[config.mk]
export PLATFORM = sky130hd
export DESIGN_NAME = crc_calc_unit
export DESIGN_NICKNAME = d
export VERILOG_FILES = /design/src/logic/crc_calc_pkg.sv /design/src/logic/crc_step_if.sv /design/src/logic/crc_calc_unit.sv /design/src/logic/crc_byte_step.sv
export SDC_FILE = /design/constraint.sdc
export NUM_CORES = 1
export LEC_CHECK = 0
export ABC_CLOCK_PERIOD_IN_PS = 3480
export BUFFER_PORTS_ARGS = -buffer_cell sky130_fd_sc_hd__buf_4
export CORE_MARGIN = 5
export CORE_UTILIZATION = 60
export CTS_BUF_LIST = sky130_fd_sc_hd__clkbuf_4 sky130_fd_sc_hd__clkbuf_8
export CTS_CLUSTER_SIZE = 30
export DETAILED_ROUTE_END_ITERATION = 8
export PLACE_DENSITY = 0.86
export SKIP_LAST_GASP = 1
export SYNTH_ARGS = -nofsm -noshare
export SYNTH_HDL_FRONTEND = slang
export SYNTH_SLANG_ARGS = --single-unit
export TNS_END_PERCENT = 5
[constraint.sdc]
create_clock -name ref_clk -period 3.48 [get_ports ref_clk]
set_input_delay 0.174 -clock ref_clk [delete_from_list [all_inputs] [get_ports ref_clk]]
set_output_delay 0.174 -clock ref_clk [all_outputs]
set_load 0.05 [all_outputs]
[src/logic/crc_calc_pkg.sv]
// constants and types shared by the checksum engine
package crc_calc_pkg;

	// ----------------------------------------------------------------
	// generator polynomials
	// ----------------------------------------------------------------
	localparam logic [15:0] POLY_CRC16  = 16'h8005;
	localparam logic [15:0] POLY_CCITT  = 16'h1021;
	localparam logic [31:0] POLY_CRC32  = 32'h04C1_1DB7;

	// ----------------------------------------------------------------
	// reset values and counts
	// ----------------------------------------------------------------
	localparam logic [31:0] REM_RESET      = 32'h0000_0000;
	localparam logic [31:0] SUM_RESET      = 32'h0000_0000;
	localparam int          BITS_PER_STEP  = 8;
	localparam int          CYCLES_PER_BYTE = 1;
	localparam logic [2:0]  BYTES_BYTE     = 3'h1;
	localparam logic [2:0]  BYTES_HALF     = 3'h2;
	localparam logic [2:0]  BYTES_WORD     = 3'h4;

	// ----------------------------------------------------------------
	// modes and sizes
	// ----------------------------------------------------------------
	typedef enum logic [1:0] {
		MODE_CRC16 = 2'b00,
		MODE_CCITT = 2'b01,
		MODE_CRC32 = 2'b10
	} crc_mode_e;

	typedef enum logic [1:0] {
		SIZE_BYTE = 2'b00,
		SIZE_HALF = 2'b01,
		SIZE_WORD = 2'b10
	} data_size_e;

endpackage : crc_calc_pkg

[src/logic/crc_step_if.sv]
// carrier between the engine and its one-byte fold stage
`timescale 1ns/1ps
interface crc_step_if;
	import crc_calc_pkg::*;
	logic [31:0] rem;
	logic [7:0]  din;
	crc_mode_e   mode;
	logic [31:0] nxt;

	modport engine (output rem, output din, output mode, input nxt);
	modport step   (input rem, input din, input mode, output nxt);
endinterface : crc_step_if

[src/logic/crc_calc_unit.sv]
// checksum engine: 16/32-bit remainder over byte, half-word and word writes
//
// Summary of operation
// - sixteen-bit mode with polynomial 0x8005
// - sixteen-bit ccitt mode with polynomial 0x1021
// - thirty-two-bit mode with polynomial 0x04C11DB7
// - complement, byte and bit reversal, data and result
// - accept byte, half-word or word writes
// - software loads any seed into remainder
// - one byte per cycle, word in four
// - consecutive dma writes checksum a block
// - result width follows selected polynomial
`timescale 1ns/1ps
module crc_calc_unit
	import crc_calc_pkg::*;
(
	input  wire logic        ref_clk,
	input  wire logic        rst,
	input  wire crc_mode_e   mode,
	input  wire logic        data_cmpl,
	input  wire logic        data_byte_rev,
	input  wire logic        data_bit_rev,
	input  wire logic        sum_cmpl,
	input  wire logic        sum_byte_rev,
	input  wire logic        sum_bit_rev,
	input  wire logic        seed_load,
	input  wire logic [31:0] seed_value,
	input  wire logic        wr_valid,
	input  wire data_size_e  wr_size,
	input  wire logic [31:0] wr_data,
	output logic             wr_ready,
	output logic             busy,
	output logic [31:0]      sum_out
);

	// ----------------------------------------------------------------
	// state
	// ----------------------------------------------------------------
	logic [31:0] rem_q;
	logic [31:0] pend_q;
	logic [2:0]  cnt_q;
	logic [31:0] sum_q;
	logic        accept;
	logic [2:0]  nbytes;
	logic [7:0]  lane_cmp [4];
	logic [7:0]  lane_out [4];
	logic [31:0] dproc;
	logic [31:0] daligned;
	logic        wide;
	logic [31:0] wmask;
	logic [31:0] rev32;
	logic [15:0] rev16;
	logic [31:0] res;

	crc_step_if step_c ();

	crc_byte_step u_step (
		.s (step_c.step)
	);

	// ----------------------------------------------------------------
	// write acceptance
	// ----------------------------------------------------------------
	// a seed load in the same cycle wins, so the write is held off, not lost
	assign wr_ready = (cnt_q == 3'h0) && !seed_load;
	assign accept   = wr_valid && wr_ready;
	assign busy     = (cnt_q != 3'h0);

	// ----------------------------------------------------------------
	// input shaping
	// ----------------------------------------------------------------
	always_comb begin
		case (wr_size)
			SIZE_BYTE: nbytes = BYTES_BYTE;
			SIZE_HALF: nbytes = BYTES_HALF;
			SIZE_WORD: nbytes = BYTES_WORD;
			default:   nbytes = BYTES_WORD;
		endcase
	end

	// ----------------------------------------------------------------
	// one lane per written byte: complement, byte reversal, bit reversal
	// ----------------------------------------------------------------
	// lanes above the written size stay zero, so a short write never folds stale bits
	for (genvar g = 0; g < 4; g++) begin : g_lane
		logic       lane_on;
		logic [1:0] src;
		logic [7:0] pick;
		logic [7:0] flip;

		assign lane_on     = (g < int'(nbytes));
		assign lane_cmp[g] = lane_on ? (wr_data[8*g +: 8] ^ {8{data_cmpl}}) : 8'h00;
		assign src         = data_byte_rev ? 2'(int'(nbytes) - 1 - g) : 2'(g);
		assign pick        = lane_cmp[src];

		for (genvar b = 0; b < 8; b++) begin : g_bit
			assign flip[b] = pick[7 - b];
		end

		assign lane_out[g] = !lane_on ? 8'h00 : (data_bit_rev ? flip : pick);
	end

	assign dproc    = {lane_out[3], lane_out[2], lane_out[1], lane_out[0]};
	// most significant written byte is folded first
	assign daligned = dproc << (8 * (4 - int'(nbytes)));

	// ----------------------------------------------------------------
	// byte feed: one byte leaves the pending word per cycle
	// ----------------------------------------------------------------
	always_ff @(posedge ref_clk or posedge rst) begin
		if (rst) begin
			pend_q <= 32'h0000_0000;
			cnt_q  <= 3'h0;
		end else if (seed_load) begin
			pend_q <= 32'h0000_0000;
			cnt_q  <= 3'h0;
		end else if (accept) begin
			pend_q <= daligned;
			cnt_q  <= nbytes;
		end else if (cnt_q != 3'h0) begin
			pend_q <= {pend_q[23:0], 8'h00};
			cnt_q  <= cnt_q - 3'h1;
		end
	end

	assign step_c.rem  = rem_q;
	assign step_c.din  = pend_q[31:24];
	assign step_c.mode = mode;

	// ----------------------------------------------------------------
	// running remainder
	// ----------------------------------------------------------------
	always_ff @(posedge ref_clk or posedge rst) begin
		if (rst) begin
			rem_q <= REM_RESET;
		end else if (seed_load) begin
			rem_q <= seed_value;
		end else if (cnt_q != 3'h0) begin
			rem_q <= step_c.nxt;
		end
	end

	// ----------------------------------------------------------------
	// result shaping, never written back to the remainder
	// ----------------------------------------------------------------
	// mode 11 folds with the 32-bit polynomial, so the width follows bit 1 alone
	assign wide  = mode[1];
	assign wmask = wide ? 32'hffff_ffff : 32'h0000_ffff;

	// bit reversal spans the whole result width, not each byte
	for (genvar b = 0; b < 32; b++) begin : g_rev32
		assign rev32[b] = rem_q[31 - b];
	end

	for (genvar b = 0; b < 16; b++) begin : g_rev16
		assign rev16[b] = rem_q[15 - b];
	end

	always_comb begin
		res = rem_q & wmask;
		if (sum_bit_rev) begin
			res = wide ? rev32 : {16'h0000, rev16};
		end
		if (sum_byte_rev) begin
			if (wide) begin
				res = {res[7:0], res[15:8], res[23:16], res[31:24]};
			end else begin
				res = {16'h0000, res[7:0], res[15:8]};
			end
		end
		if (sum_cmpl) res = res ^ wmask;
	end

	// registered copy keeps the output glitch free; one cycle behind rem_q
	always_ff @(posedge ref_clk or posedge rst) begin
		if (rst) begin
			sum_q <= SUM_RESET;
		end else begin
			sum_q <= res;
		end
	end

	assign sum_out = sum_q;

endmodule : crc_calc_unit

[src/logic/crc_byte_step.sv]
// one-byte fold of the running remainder, all three polynomials
`timescale 1ns/1ps
module crc_byte_step
	import crc_calc_pkg::*;
(
	crc_step_if.step s
);

	// ----------------------------------------------------------------
	// msb-first shift over eight bits
	// ----------------------------------------------------------------
	logic [31:0] r32;
	logic [15:0] r16;
	logic [15:0] poly16;

	always_comb begin
		poly16 = (s.mode == MODE_CCITT) ? POLY_CCITT : POLY_CRC16;
		r32    = s.rem ^ {s.din, 24'h00_0000};
		r16    = s.rem[15:0] ^ {s.din, 8'h00};
		for (int i = 0; i < BITS_PER_STEP; i++) begin
			r32 = r32[31] ? ({r32[30:0], 1'b0} ^ POLY_CRC32) : {r32[30:0], 1'b0};
			r16 = r16[15] ? ({r16[14:0], 1'b0} ^ poly16) : {r16[14:0], 1'b0};
		end
		case (s.mode)
			MODE_CRC16,
			MODE_CCITT: s.nxt = {16'h0000, r16};
			MODE_CRC32: s.nxt = r32;
			default:    s.nxt = r32;
		endcase
	end

endmodule : crc_byte_step

; ---- Word-level counts from Yosys, hierarchy flattened
; Index checks and enable logic that the tools add are counted.
[totals]
inputBits = 78
out_inout_bits = 34
wordCells = 120
reg_bits = 99
[op_classes]
eq_ne = 2
n_mux = 61
shifts = 1
n_reduce_logical = 10
order_cmp = 8
addsub = 6
bitwise = 28
[ops]
columns = operator, n
row1 = $mux 32, 12
row2 = $mux 27, 8
row3 = $mux 8, 20
row4 = $mux 16, 9
row5 = $xor 16x16->16, 9
row6 = $not 14->14, 8
row7 = $bmux 8 s2, 4
row8 = $xor 32x32->32, 2
row9 = $and 32x32->32, 1
row10 = $shl 32x32->32, 1
row11 = $xor 8x8->8, 4
row12 = $ge 3x3->1 const B, 4
row13 = $not 2->3, 4
row14 = $mux 3, 3
row15 = $mux 2, 4
row16 = $lt 1x3->1 const A, 2
row17 = $lt 2x3->1 const A, 2
row18 = $pmux 3 s2, 1
row19 = $reduce_bool 3->1, 2
row20 = $eq 2x1->1 const B, 2
row21 = $logic_not 2->1, 2
row22 = $sub 2x1->2 const B, 2
row23 = $sub 2x2->2 const B, 2
row24 = $sub 3x3->4 const A, 1
row25 = 6 further kinds, 7

; ---- Logic depth before layout (Yosys ltp)
; Gate-level depths: netlist (run 1).
[logic_depth]
ltp_word = 21
mapped_depth = 13
mapped_depth_nobuf = 10

; ---- Hierarchy
; From an unflattened synthesis (run 1), not the netlist that was laid out.
[hier_totals]
cells_unflattened = 1093
area_unflattened_um2 = 9302.7
[modules_own_cells]
columns = module, instances, cells_per_inst, area_each_um2, seq_area_each_um2
row1 = crc_calc_unit, 1, 904, 7683.6, 2477.4
row2 = crc_byte_step, 1, 189, 1619.1, 0.0

; ---- Least setup slack after synthesis (run 1)
; No wires, ideal clock.
[synth_timing]
kind = input -> register
from = input wr_size[1]
to = register pend_q[19]
setup_time_ns = 0.132
path_stages = 12
slack_ns = 0.471
arrival_time_ns = 2.877
required_ns = 3.348
n_path_buf = 2
path_cell_list = clkbuf_1 nor2_1 clkinv_1 clkbuf_1 ha_1 inv_1 and3_1 o311ai_1 o21ai_0 mux4_2 a222oi_1 nor2_1
[synth_between]
elab_chain_len = 14
word_cells_on_any_way = 47
classes_between = add/sub: 5 / order compare: 4 / eq/ne: 1 / shift: 1 / mux: 31 / bitwise: 4 / reduce/logical: 1
[synth_lines]
columns = element, line
row1 = "start, declared", crc_calc_unit.sv:29  ; input wire data_size_e wr_size,
row2 = $eq 2x1->1 or $logic_not 2->1 (tied branches), crc_calc_unit.sv:73  ; case (wr_size)
row3 = $pmux 3 s2 *, crc_calc_unit.sv:73
row4 = $sub 2x1->2, crc_calc_unit.sv:93  ; assign src = data_byte_rev ? 2'(int'(nbytes) - 1 - g) : 2'(g);
row5 = $sub 2x2->2 or $sub 2x1->2 (tied branches), crc_calc_unit.sv:93
row6 = $mux 2, crc_calc_unit.sv:93
row7 = $not 2->3 (implied by the code), crc_calc_unit.sv:94  ; assign pick = lane_cmp[src];
row8 = $bmux 8 s2, crc_calc_unit.sv:94
row9 = $mux 8 (implied by the code) (2 in a row), crc_calc_unit.sv:94
row10 = $mux 8 (2 in a row), crc_calc_unit.sv:100  ; assign lane_out[g] = !lane_on ? 8'h00 : (data_bit_rev ? flip : pick);
row11 = $shl 32x32->32 *, crc_calc_unit.sv:105  ; assign daligned = dproc << (8 * (4 - int'(nbytes)));
row12 = $mux 32 *, crc_calc_unit.sv:117  ; end else if (accept) begin
row13 = $mux 32 *, crc_calc_unit.sv:114  ; end else if (seed_load) begin
row14 = "end signal, assigned", crc_calc_unit.sv:118  ; pend_q <= daligned;
row15 = "end signal, assigned", crc_calc_unit.sv:121  ; pend_q <= {pend_q[23:0], 8'h00};
row16 = "end, declared", crc_calc_unit.sv:40  ; logic [31:0] pend_q;
; Mark *: on every way between the ends. The rest lies on a longest branch, timed or not. The select of a mux whose other input is x is not followed.
; A chain may end at the register's enable or synchronous reset.

; ---- Worst setup path after layout (run 1)
; Same ends and word-level chain as after synthesis.

==> impl_results.md, run 1 <==
* IO Pins at 112
* Reg clk slew, reported paths at 0.10 ns
* Fmax at 369 MHz
* Largest family of logic cells by synthesized area: compound AO/OA/AOI/OAI gates
* Peak VDD IR at 0.000537 V
* Syn_area_per_cell at 8.54 um2
* Worst Skew at 0.0128 ns
* Cell family with most CP delay: compound AO/OA/AOI/OAI gates
* Synth top cells by count: xnor2_1 (100), dfrtp_1 (99), nand2_1 (98)
* Avg Vias per Cell at 6.45
* Simple-Gate Fraction of Synth Area at between 10% and 20%
* Post-Synth Adder-Cell Area at 0.583%
* Remaining antenna violation count at 0
* Cell Pwr Density at 963 nW/um2
* Crit-path slowest cell: mux4_2
* Core area at ~14000 um2
* Row cnt at 43
* Fin Setup TNS at 0 ns
* Layout cells sized above 1 at between 10% and 20%
* Vias in the first global route at about 7900
* Mapped Cells at roughly 1000
* Minimum clock period at 2.71 ns
* Critical path peak fanout at 15
* Synth warnings at 0
* Filler cells at approximately 1100
* Area post-placement at 9490 um2
* Wire per inst at about 19 um
* Post-Synth XOR/XNOR Area at 17.3%
* Register area share after synthesis at slightly below 30%
* TritonCTS clock tree: yes
* Die width at 130 um
* Ant diodes at 0
* Crit path DAT at 2.96 ns
* Mapped Nets at 1087
* Sequential cell area at around 2500 um2
* Status: completed
* Initial Utilization at between 60 and 70%
* Area leader, netlist: dfrtp_1
* Max-cap violations at 0
* Die height at 130 um
* Htree depth at 3
* DRT Pass-1 Iters at 7
* Layout area overhead at 13.7%
* Post-synth EDFFs at 0
* Core Util, Final at 70.0%
* First-pass GRT wire length at 39.7 mm
* Initial antenna violation count at 0
* Largest net degree at the start of global routing at 66
* Final Hold Vio Count at 0
* Clock Latency Late Sink at 0.38 ns
* HP Class: in -> reg
* Vias at 8143
* Root Buffer: clkbuf_8
* Library cells used by synthesis at approximately 60
* Crit path launch type: input pin
* Slew @ Worst Pin at ~1.0 ns
* Total Power at roughly 9.4 mW
* Gr ovfl total at 0
* DRC Markers at 0
* Worst-path cell chain: buf_4, nor2_1, clkinv_1, ha_1, inv_1, and3_1, o311ai_1, o21ai_0, mux4_2, a222oi_1, nor2_1
* Synthesized flop and latch total at 99
* Max incr delay on CP at 0.50 ns
* CP Capture Type: flip-flop
* Netlist Area Pre-Place at 8580 um2
* Multi-input logic area at 5720 um2
* Prevailing post-synth register cell: dfrtp_1
* Post-synth ARST share at 100%
* Synth top area share at 28.9%
* Gpl congestion at 0.972
* Dpl hpwl at 18.3 mm
* Worst slew margin at approximately 32%
* Most used cell, CP: nor2_1
* Buffer and inverter count on the worst path at 3
* Leak at 4.17 nW
* Most frequent cell after synthesis: xnor2_1
* Final setup fails at 0
* Final period util at 77.9%
* Unrepaired setup endpoints after global routing: no
* CTS Buffer Depth at 2
* Crit Path Class: in -> reg
* Mux share of post-synthesis cell area at between 10% and 20%
* Gr usage total at between 20 and 30%
* Die area at 16800 um2
* Top cells by area, synth: dfrtp_1 (29%), xnor2_1 (10%), mux2i_1 (8.3%), o21ai_0 (5.4%), nand2_1 (4.3%)
* Compound-cell area share of the yosys netlist at 23.7%
* TritonCTS Sinks at between 90 and 100
* Nets at between 1000 and 1500
* Post-CTS Setup Inserts at 0
* Routed wire length at approximately 25 mm
* Design Area, Final at 9760 um2
* CTS Buf Count at 9
* WP data required at around 3.7 ns
* Starting DRT DRC Count at about 960
* Final Max Slew Viols at 0
* Port bufs at 111
[tightest hold or removal path, stage by stage]
cell     delay (ns)
buf_4          0.08
nand2_1        0.05
o21ai_0        0.06
[sequential cells by signal (all words and copies together) (netlist names)]
name	cells
rem_q	32
sum_out	32
cnt_q	3
pend_q	32
[logic make-up after synthesis]
| group | Yosys count |
|---|---|
| adder cells (fa/ha/maj) | 4 |
| AO/OA/AOI/OAI | 314 |
| multiplexers | 91 |
| XOR/XNOR | 149 |
| flip-flops | 99 |
| AND/OR/NAND/NOR | 251 |
| buffers and inverters | 97 |
[per-layer routing]
| metal | track usage (%) | share of wire (%) | up-vias |
|---|---|---|---|
| met1 | 35.9 | 38 | 3821 |
| met4 | 14.7 | 5.3 | 0 |
| met2 | 51.2 | 50 | 436 |
| met3 | 4.16 | 6.5 | 111 |
| met5 | 0 | 0 | - |
| li1 | - | - | 3775 |
[layout by cell type (no fill, tap or decap), types with 5 or more instances in the layout]
master / n
a211oi_1: 21
a21oi_1: 57
a221oi_1: 8
a22o_1: 5
a22oi_1: 39
a31oi_1: 8
a32oi_1: 5
and2_1: 8
and3_1: 8
buf_4: 132
clkbuf_8: 9
dfrtp_1: 99
dlygate4sd3_1: 6
inv_1: 17
mux2_2: 16
mux2i_1: 71
nand2_1: 98
nand2b_1: 17
nand3_1: 16
nand3b_1: 13
nor2_1: 59
nor2b_1: 5
nor3_1: 9
o211ai_1: 12
o21a_1: 8
o21ai_0: 92
o221ai_1: 16
o22ai_1: 15
o31ai_1: 5
or2_2: 9
xnor2_1: 100
xnor2_2: 7
xnor3_1: 5
xor2_1: 32
[report_power, final]
part / internal [mW] / switching, mW / total [mW]
registers: 1.51 / 0.487 / 2.00
clock network: 0.344 / 0.446 / 0.790
logic: 2.97 / 3.64 / 6.61
total: 4.82 / 4.57 / 9.40
[through the flow]
| stage | setup WS, ns | hold slack, ns | instances |
|---|---|---|---|
| final | 0.769 | 0.00741 | 1262 |
| after global routing | 0.573 | 0.000552 | 1262 |
| after CTS | 0.791 | 0.00150 | 1261 |
| after detailed placement | 0.406 | 0.348 | 1240 |
| after global placement | 0.569 | 0.347 | 1240 |
| after floorplan | 0.471 | 0.291 | 1005 |
[repair_timing]
action	CTS	global route
setup endpoints to repair	0	0
hold buffers	5	1
hold endpoints to repair	59	1
resized for setup	0	0
[path summary, 6_finish.rpt]
check,startpoint,endpoint,slack (ns),cells after the start
worst max-delay path,wr_size[1],pend_q[19],0.77,11
worst min-delay path,seed_value[17],rem_q[17],0.007,3
worst max register to register,pend_q[30],rem_q[12],0.87,7
worst min register to register,pend_q[4],pend_q[4],0.50,1
max in group asynchronous,rst,sum_out[1],2.24,4
min in group asynchronous,rst,rem_q[11],0.47,3
[cell type report]
type	count	share of cell area, %
Multi-Input combinational cell	809	58.6
Sequential cell	99	25.4
Timing Repair Buffer	138	10.8
Tap cell	180	2.31
Clock buffer	9	1.27
Clock inverter	7	0.833
Inverter	20	0.795
(Power assumes the default switching activity.)
==> run 2: changes to the inputs <==
ABC_AREA = 1   (was not set)
ABC_CLOCK_PERIOD_IN_PS = 2200   (was 3480)
CORE_UTILIZATION = 55   (was 60)
PLACE_DENSITY = 0.83   (was 0.86)
clock period = 2.2 ns   (was 3.48 ns; I/O delays follow)
==> impl_results.md, run 2 <==
* Gr usage total at 31.8% (+2.3 points)
* Post-layout worst setup margin at -0.0518 ns (-0.820 ns)
* Row cnt at 46 (+7.0%)
* Avg Vias per Cell at 5.79 (-10%)
* Dpl hpwl at 22.5 mm (+23%)
* Switching share of power at 51.9% (+3.3 points)
* Leak at 5.28 nW (+27%)
* Library cells used by synthesis at 46 (-22%)
* Top cells by area, synth: dfrtp_1 (28%), nand2_1 (16%), o21ai_0 (9.1%), xor2_1 (6.5%), nand3_1 (4.9%)
* Register area share after synthesis at 28.1% (-0.73 points)
* TritonCTS Sinks at 99 (unchanged)
* Remaining antenna violation count at 0 (unchanged)
* Minimum clock period at 2.25 ns
* Wire per inst at 17.4 um (-11%)
* Most frequent cell after synthesis: nand2_1
* Mapped Cells at 1325 (+32%)
* Mapped Nets at 1407 (+29%)
* Core area at 15800 um2 (+13%)
* Largest net degree at the start of global routing at 82 (+24%)
* HP Class: in -> reg
* DRC Markers at 0 (unchanged)
* Worst Skew at 0.00991 ns (-0.00287 ns)
* Nets at 1584 (+37%)
* Die height at 137 um (+5.4%)
* Die width at 137 um (+5.4%)
* Area leader, netlist: dfrtp_1
* NetSw at 6.87 mW (+50%)
* Non-Filler Instances at 1723 (+37%)
* Routed wire length at 30.0 mm (+22%)
* Status: finished with violations
* Final Hold Vio Count at 0 (unchanged)
* Synth warnings at 0 (unchanged)
* IO Pins at 112 (unchanged)
* Gr ovfl total at 0 (unchanged)
* Worst slew margin at 39.9% (+7.8 points)
* Crit path launch type: flip-flop
* WP data required at 2.46 ns (-1.27 ns)
* Unrepaired setup endpoints after global routing: yes
* DP Cell Count at 1677 (+35%)
* Ant diodes at 0 (unchanged)
* Starting DRT DRC Count at 1162 (+21%)
* Commonest non-fill, non-tap cell in the layout: nand2_1
* Failing checks: negative setup slack
* Port bufs at 111 (unchanged)
* First-pass GRT wire length at 46.8 mm (+18%)
* Netlist Area Pre-Place at 8810 um2 (+2.6%)
* CTS Buffer Depth at 2 (unchanged)
* Critical path peak fanout at 6 (-9)
* Prevailing post-synth register cell: dfrtp_1
* Slew @ Worst Pin at 0.898 ns (-0.118 ns)
* Initial antenna violation count at 0 (unchanged)
* Final period util at 102%
* Fin Setup TNS at -0.202 ns (-0.202 ns)
* Fmax at around 440 MHz
* Final setup fails at 8 (+8)
* Gpl congestion at 0.979 (+0.75%)
* Root Buffer: clkbuf_8
* TritonCTS clock tree: yes
* Post-synth EDFFs at 0 (unchanged)
* Vias in the first global route at 9374 (+19%)
* Crit path DAT at 2.52 ns (-0.44 ns)
* Internal power at 6.35 mW (+32%)
* Final Max Slew Viols at 0 (unchanged)
* Die area at 18600 um2 (+11%)
* Syn_area_per_cell at 6.65 um2 (-22%)
* CP Capture Type: flip-flop
* Synthesized flop and latch total at 99 (unchanged)
* Commonest non-fill, non-tap cells in the layout: nand2_1 (360), buf_4 (217), o21ai_0 (157), dfrtp_1 (94), inv_1 (83)
* Clock share of power at 9.0% (+0.6 points)
* Layout cells sized above 1 at 22.3% (+4.3 points)
* Initial Utilization at 55.8% (-5.7 points)
* Sequential group share of total power at 21.7% (+0.4 points)
* Htree depth at 3 (unchanged)
* Post-synth ARST share at 100% (unchanged)
* Max-cap violations at 0 (unchanged)
* CTS Buf Count at 9 (unchanged)
* Synth top cells by count: nand2_1 (372), o21ai_0 (161), dfrtp_1 (99)
* Reg clk slew, reported paths at 0.11 ns (about the same)
* Cell Pwr Density at 1200 nW/um2 (+24%)
* Synth top area share at 28.1% (-0.73 points)
* Vias at 9977 (+23%)
* DRT Pass-1 Iters at 6 (-1)
* Peak VDD IR at 0.000588 V (+9.4%)
* Clock Latency Late Sink at 0.40 ns (+0.02 ns)
* Crit Path Class: reg -> reg
* Layout area overhead at 25.4%
* Power share of the combinational group at 69.2% (-1.1 points)
==> run 2: critical path, cell delays in order, from the launching register on <==
cell,delay [ns]
dfrtp_2,0.45
inv_2,0.06
nand2_1,0.07
nand2_1,0.10
nand3_1,0.14
nand3_2,0.14
nand2_2,0.13
nand2_1,0.06
nand3b_1,0.17
nand3_2,0.16
nand3_4,0.11
nand2_4,0.09
buf_4,0.14
buf_4,0.12
nand3_1,0.08
o2111ai_2,0.10
==> run 2: through the flow <==
stage	instance area [um2]	util (%)	power, mW	hold slack (ns)	setup slack, ns
3_5_place_dp	10400	65.9	11.2	0.219	-0.260
2_1_floorplan	8810	-	8.31	0.233	-0.393
5_1_grt	11000	70.1	14.1	0.0256	-0.187
3_3_place_gp	10400	65.9	11.0	0.220	-0.218
6_report	11000	70.1	13.2	0.00676	-0.0518
4_1_cts	10900	68.9	12.6	0.00486	-0.0230
==> run 2: power groups by stage <==
stage	combinational (mW)	sequential [mW]	clock, mW
after floorplan	5.04	3.27	0
after global placement	8.19	2.83	0
after detailed placement	8.39	2.84	0
after CTS	8.58	2.82	1.20
after global routing	9.94	2.90	1.26
final	9.15	2.87	1.20
==> run 2: cells by family (layout without fill, tap and decap cells) <==
group | Yosys count | after routing | share of synthesized area, %
AND/OR/NAND/NOR | 581 | 581 | 28.3
AO/OA/AOI/OAI | 353 | 353 | 22.8
buffers and inverters | 185 | 367 | 8.99
XOR/XNOR | 101 | 101 | 11.0
flip-flops | 99 | 99 | 28.1
adder cells (fa/ha/maj) | 4 | 4 | 0.568
multiplexers | 2 | 2 | 0.227
==> run 2: worst paths after layout <==
| check | endpoint | slack (ns) | startpoint | depth (start not counted) |
|---|---|---|---|---|
| worst max-delay path | rem_q[1] | -0.05 | pend_q[30] | 15 |
| worst max register to register | rem_q[1] | -0.05 | pend_q[30] | 15 |
| max in group asynchronous | sum_out[0] | 1.18 | rst | 4 |
| min in group asynchronous | rem_q[21] | 0.34 | rst | 3 |
| worst min register to register | pend_q[15] | 0.50 | pend_q[15] | 2 |
| worst min-delay path | rem_q[5] | 0.007 | seed_value[5] | 3 |
==> run 2: final cells by class <==
cell class,count,area (um2)
Timing Repair Buffer,247,1990
Fill cell,1382,4720
Clock buffer,9,124
Clock inverter,7,71.3
Multi-Input combinational cell,1041,5710
Tap cell,216,270
Sequential cell,99,2480
Inverter,104,402
==> run 2: timing repair <==
item,4_1_cts,5_1_grt
setup endpoints to repair,13,37
setup buffers,2,5
endpoints found under the hold margin,42,1
gates cloned,0,0
pin swaps,1,17
hold buffers,22,1
resized for setup,12,38
==> run 2: routing by layer <==
metal | track usage, % | part of all wire, % | up-vias
met3 | 5.07 | 7.6 | 107
met5 | 0 | 0 | -
met2 | 55.5 | 50 | 465
li1 | - | - | 4755
met1 | 38.7 | 38 | 4650
met4 | 13.9 | 4.8 | 0
==> run 3: changes to the inputs <==
--- a/config.mk
+++ b/config.mk
@@ -8,5 +8,5 @@
 export ABC_AREA = 1
 export ABC_CLOCK_PERIOD_IN_PS = 2200
-export BUFFER_PORTS_ARGS = -buffer_cell sky130_fd_sc_hd__buf_4
+export BUFFER_PORTS_ARGS = -buffer_cell sky130_fd_sc_hd__buf_2
 export CORE_MARGIN = 5
 export CORE_UTILIZATION = 55
==> constraint.sdc (replaced) <==
create_clock -name ref_clk -period 2.2 [get_ports ref_clk]
set_input_delay 0.33 -clock ref_clk [delete_from_list [all_inputs] [get_ports ref_clk]]
set_output_delay 0.33 -clock ref_clk [all_outputs]
set_load 0.05 [all_outputs]
==> impl_results.md, run 3 (same netlist as run 2, synthesis figures left out) <==
* Status: finished with violations
* Failing checks: negative setup slack
* Core area at 15800 um2 (unchanged)
* Worst Skew at 0.0134 ns (+0.00345 ns)
* Layout area overhead at 20.9%
* WP data required at 2.47 ns (about the same)
* Htree depth at 3 (unchanged)
* Die area at 18600 um2 (unchanged)
* Leak at 5.18 nW (-1.9%)
* Nets at 1580 (-0.25%)
* Dpl hpwl at 22.3 mm (-0.67%)
* Worst slew margin at 55.8% (+16 points)
* Crit path DAT at 2.58 ns (+0.06 ns)
* Max-cap violations at 0 (unchanged)
* Slew @ Worst Pin at 0.661 ns (-0.237 ns)
* Gr usage total at 31.3% (-0.51 points)
* Initial antenna violation count at 0 (unchanged)
* Max incr delay on CP at 0.46 ns (about the same)
* Starting DRT DRC Count at 1268 (+9.1%)
* DRC Markers at 0 (unchanged)
* Remaining antenna violation count at 0 (unchanged)
* Largest net degree at the start of global routing at 59 (-28%)
* Commonest non-fill, non-tap cell in the layout: nand2_1
* Commonest non-fill, non-tap cells in the layout: nand2_1 (363), o21ai_0 (161), buf_4 (126), buf_2 (110), dfrtp_1 (94)
* Fmax at 433 MHz (-2.4%)
* Gpl congestion at 0.989 (+1.0%)
* Non-Filler Instances at 1719 (-0.23%)
* Final period util at 105% (+2.6 points)
* Final Hold Vio Count at 0 (unchanged)
* Post-layout worst setup margin at -0.108 ns (-0.0563 ns)
* Cts hold-fix bufs at 0 (-100%)
* Avg Vias per Cell at 5.77 (-0.31%)
* Ant diodes at 0 (unchanged)
* Die height at 137 um (unchanged)
* DP Cell Count at 1695 (+1.1%)
* IO Pins at 112 (unchanged)
* Core Util, Final at 67.5% (-2.5 points)
* Reg clk slew, reported paths at 0.11 ns (about the same)
* Peak VDD IR at 0.000610 V (+3.7%)
* DRT Pass-1 Iters at 6 (unchanged)
* Root Buffer: clkbuf_8
* Wire per inst at 17.0 um (-2.5%)
* Gr ovfl total at 0 (unchanged)
* Final Max Slew Viols at 0 (unchanged)
* Vias in the first global route at 9264 (-1.2%)
* Crit path launch type: flip-flop
* Minimum clock period at 2.31 ns (+0.0563 ns)
* Unrepaired setup endpoints after global routing: yes
* CTS Buffer Depth at 2 (unchanged)
* Port bufs at 111 (unchanged)
* Filler cells at 1401 (+1.4%)
* Multi-input logic area at 5650 um2 (-1.0%)
* Worst-path cell chain: inv_2, buf_4, nand2_1, nand2_4, buf_4, xor2_1, xor2_1, xor2_1, a21oi_1, o21ai_0, nand3_1, o211ai_1, o21ai_0
* Vias at 9923 (-0.54%)
* Critical path peak fanout at 8 (+2)
* Crit-path slowest cell: dfrtp_2
* Die width at 137 um (unchanged)
* TritonCTS Sinks at 99 (unchanged)
* Most used cell, CP: xor2_1
* CTS Buf Count at 9 (unchanged)
* Sequential cell area at 2480 um2 (unchanged)
* Initial Utilization at 55.8% (unchanged)
* First-pass GRT wire length at 46.2 mm (-1.4%)
* TritonCTS clock tree: yes
* Final setup fails at 10 (+2)
* Row cnt at 46 (unchanged)
* Routed wire length at 29.2 mm (-2.7%)
* Crit Path Class: reg -> reg
* CP Capture Type: flip-flop
* Total Power at 13.0 mW (-2.0%)
* HP Class: in -> async
* Layout cells sized above 1 at 23.2% (+0.86 points)
* Clock Latency Late Sink at 0.40 ns (about the same)
* Cell Pwr Density at 1220 nW/um2 (+1.7%)
run 3: metal layers:
metal | up-vias | track usage (%) | part of all wire, % | routed length, um
met2 | 510 | 53.2 | 48 | 14000
met5 | - | 0 | 0 | 0
li1 | 4760 | - | - | -
met1 | 4537 | 39.1 | 39 | 11300
met4 | 0 | 13.5 | 4.9 | 1440
met3 | 116 | 5.33 | 8.1 | 2370
run 3: layout make-up:
class	instances	area share, %
Clock buffer	9	1.16
Clock inverter	7	0.893
Inverter	104	3.73
Multi-Input combinational cell	1041	53.1
Sequential cell	99	23.3
Tap cell	216	2.54
Timing Repair Buffer	243	15.3
run 3: power by group:
part | internal, mW | leakage (nW) | total [mW] | switching, mW
clock network | 0.559 | 0.111 | 1.31 | 0.754
logic | 3.37 | 3.82 | 8.80 | 5.43
registers | 2.32 | 1.24 | 2.84 | 0.522
run 3: worst max-delay path, delay by kind of cell, from the launching register on:
family	cells	cell delay, ns
and+or+nand+nor	3	0.23
DFF	1	0.46
xor gates and xnor gates	3	0.65
AOI/OAI and AO/OA	4	0.46
buffers and inverters	3	0.40
run 3: per-stage QoR:
step	cell area, um2	setup TNS (ns)	setup WS, ns	hold WS (ns)
after detailed placement	10200	-9.68	-0.365	0.441
after global routing	10600	-5.87	-0.233	0.0293
after global placement	10200	-7.23	-0.315	0.444
after floorplan	8810	-14.85	-0.613	0.453
final	10600	-0.727	-0.108	0.000709
after CTS	10600	-0.224	-0.0627	0.0105
run 3: timing repair:
action,4_1_cts,5_1_grt
gates resized for setup,26,10
setup endpoints to repair,12,46
setup buffers,7,1
pin swaps,10,11
run 3: final timing paths:
kind / from / cells past startpoint / end / slack, ns
worst max-delay path: pend_q[31] / 13 / rem_q[11] / -0.11
worst min-delay path: rst / 2 / rem_q[21] / 0.0007
worst max register to register: pend_q[31] / 13 / rem_q[11] / -0.11
worst min register to register: pend_q[23] / 2 / pend_q[23] / 0.50
max in group asynchronous: rst / 3 / sum_out[8] / 1.54
min in group ref_clk: seed_value[24] / 3 / rem_q[24] / 0.14
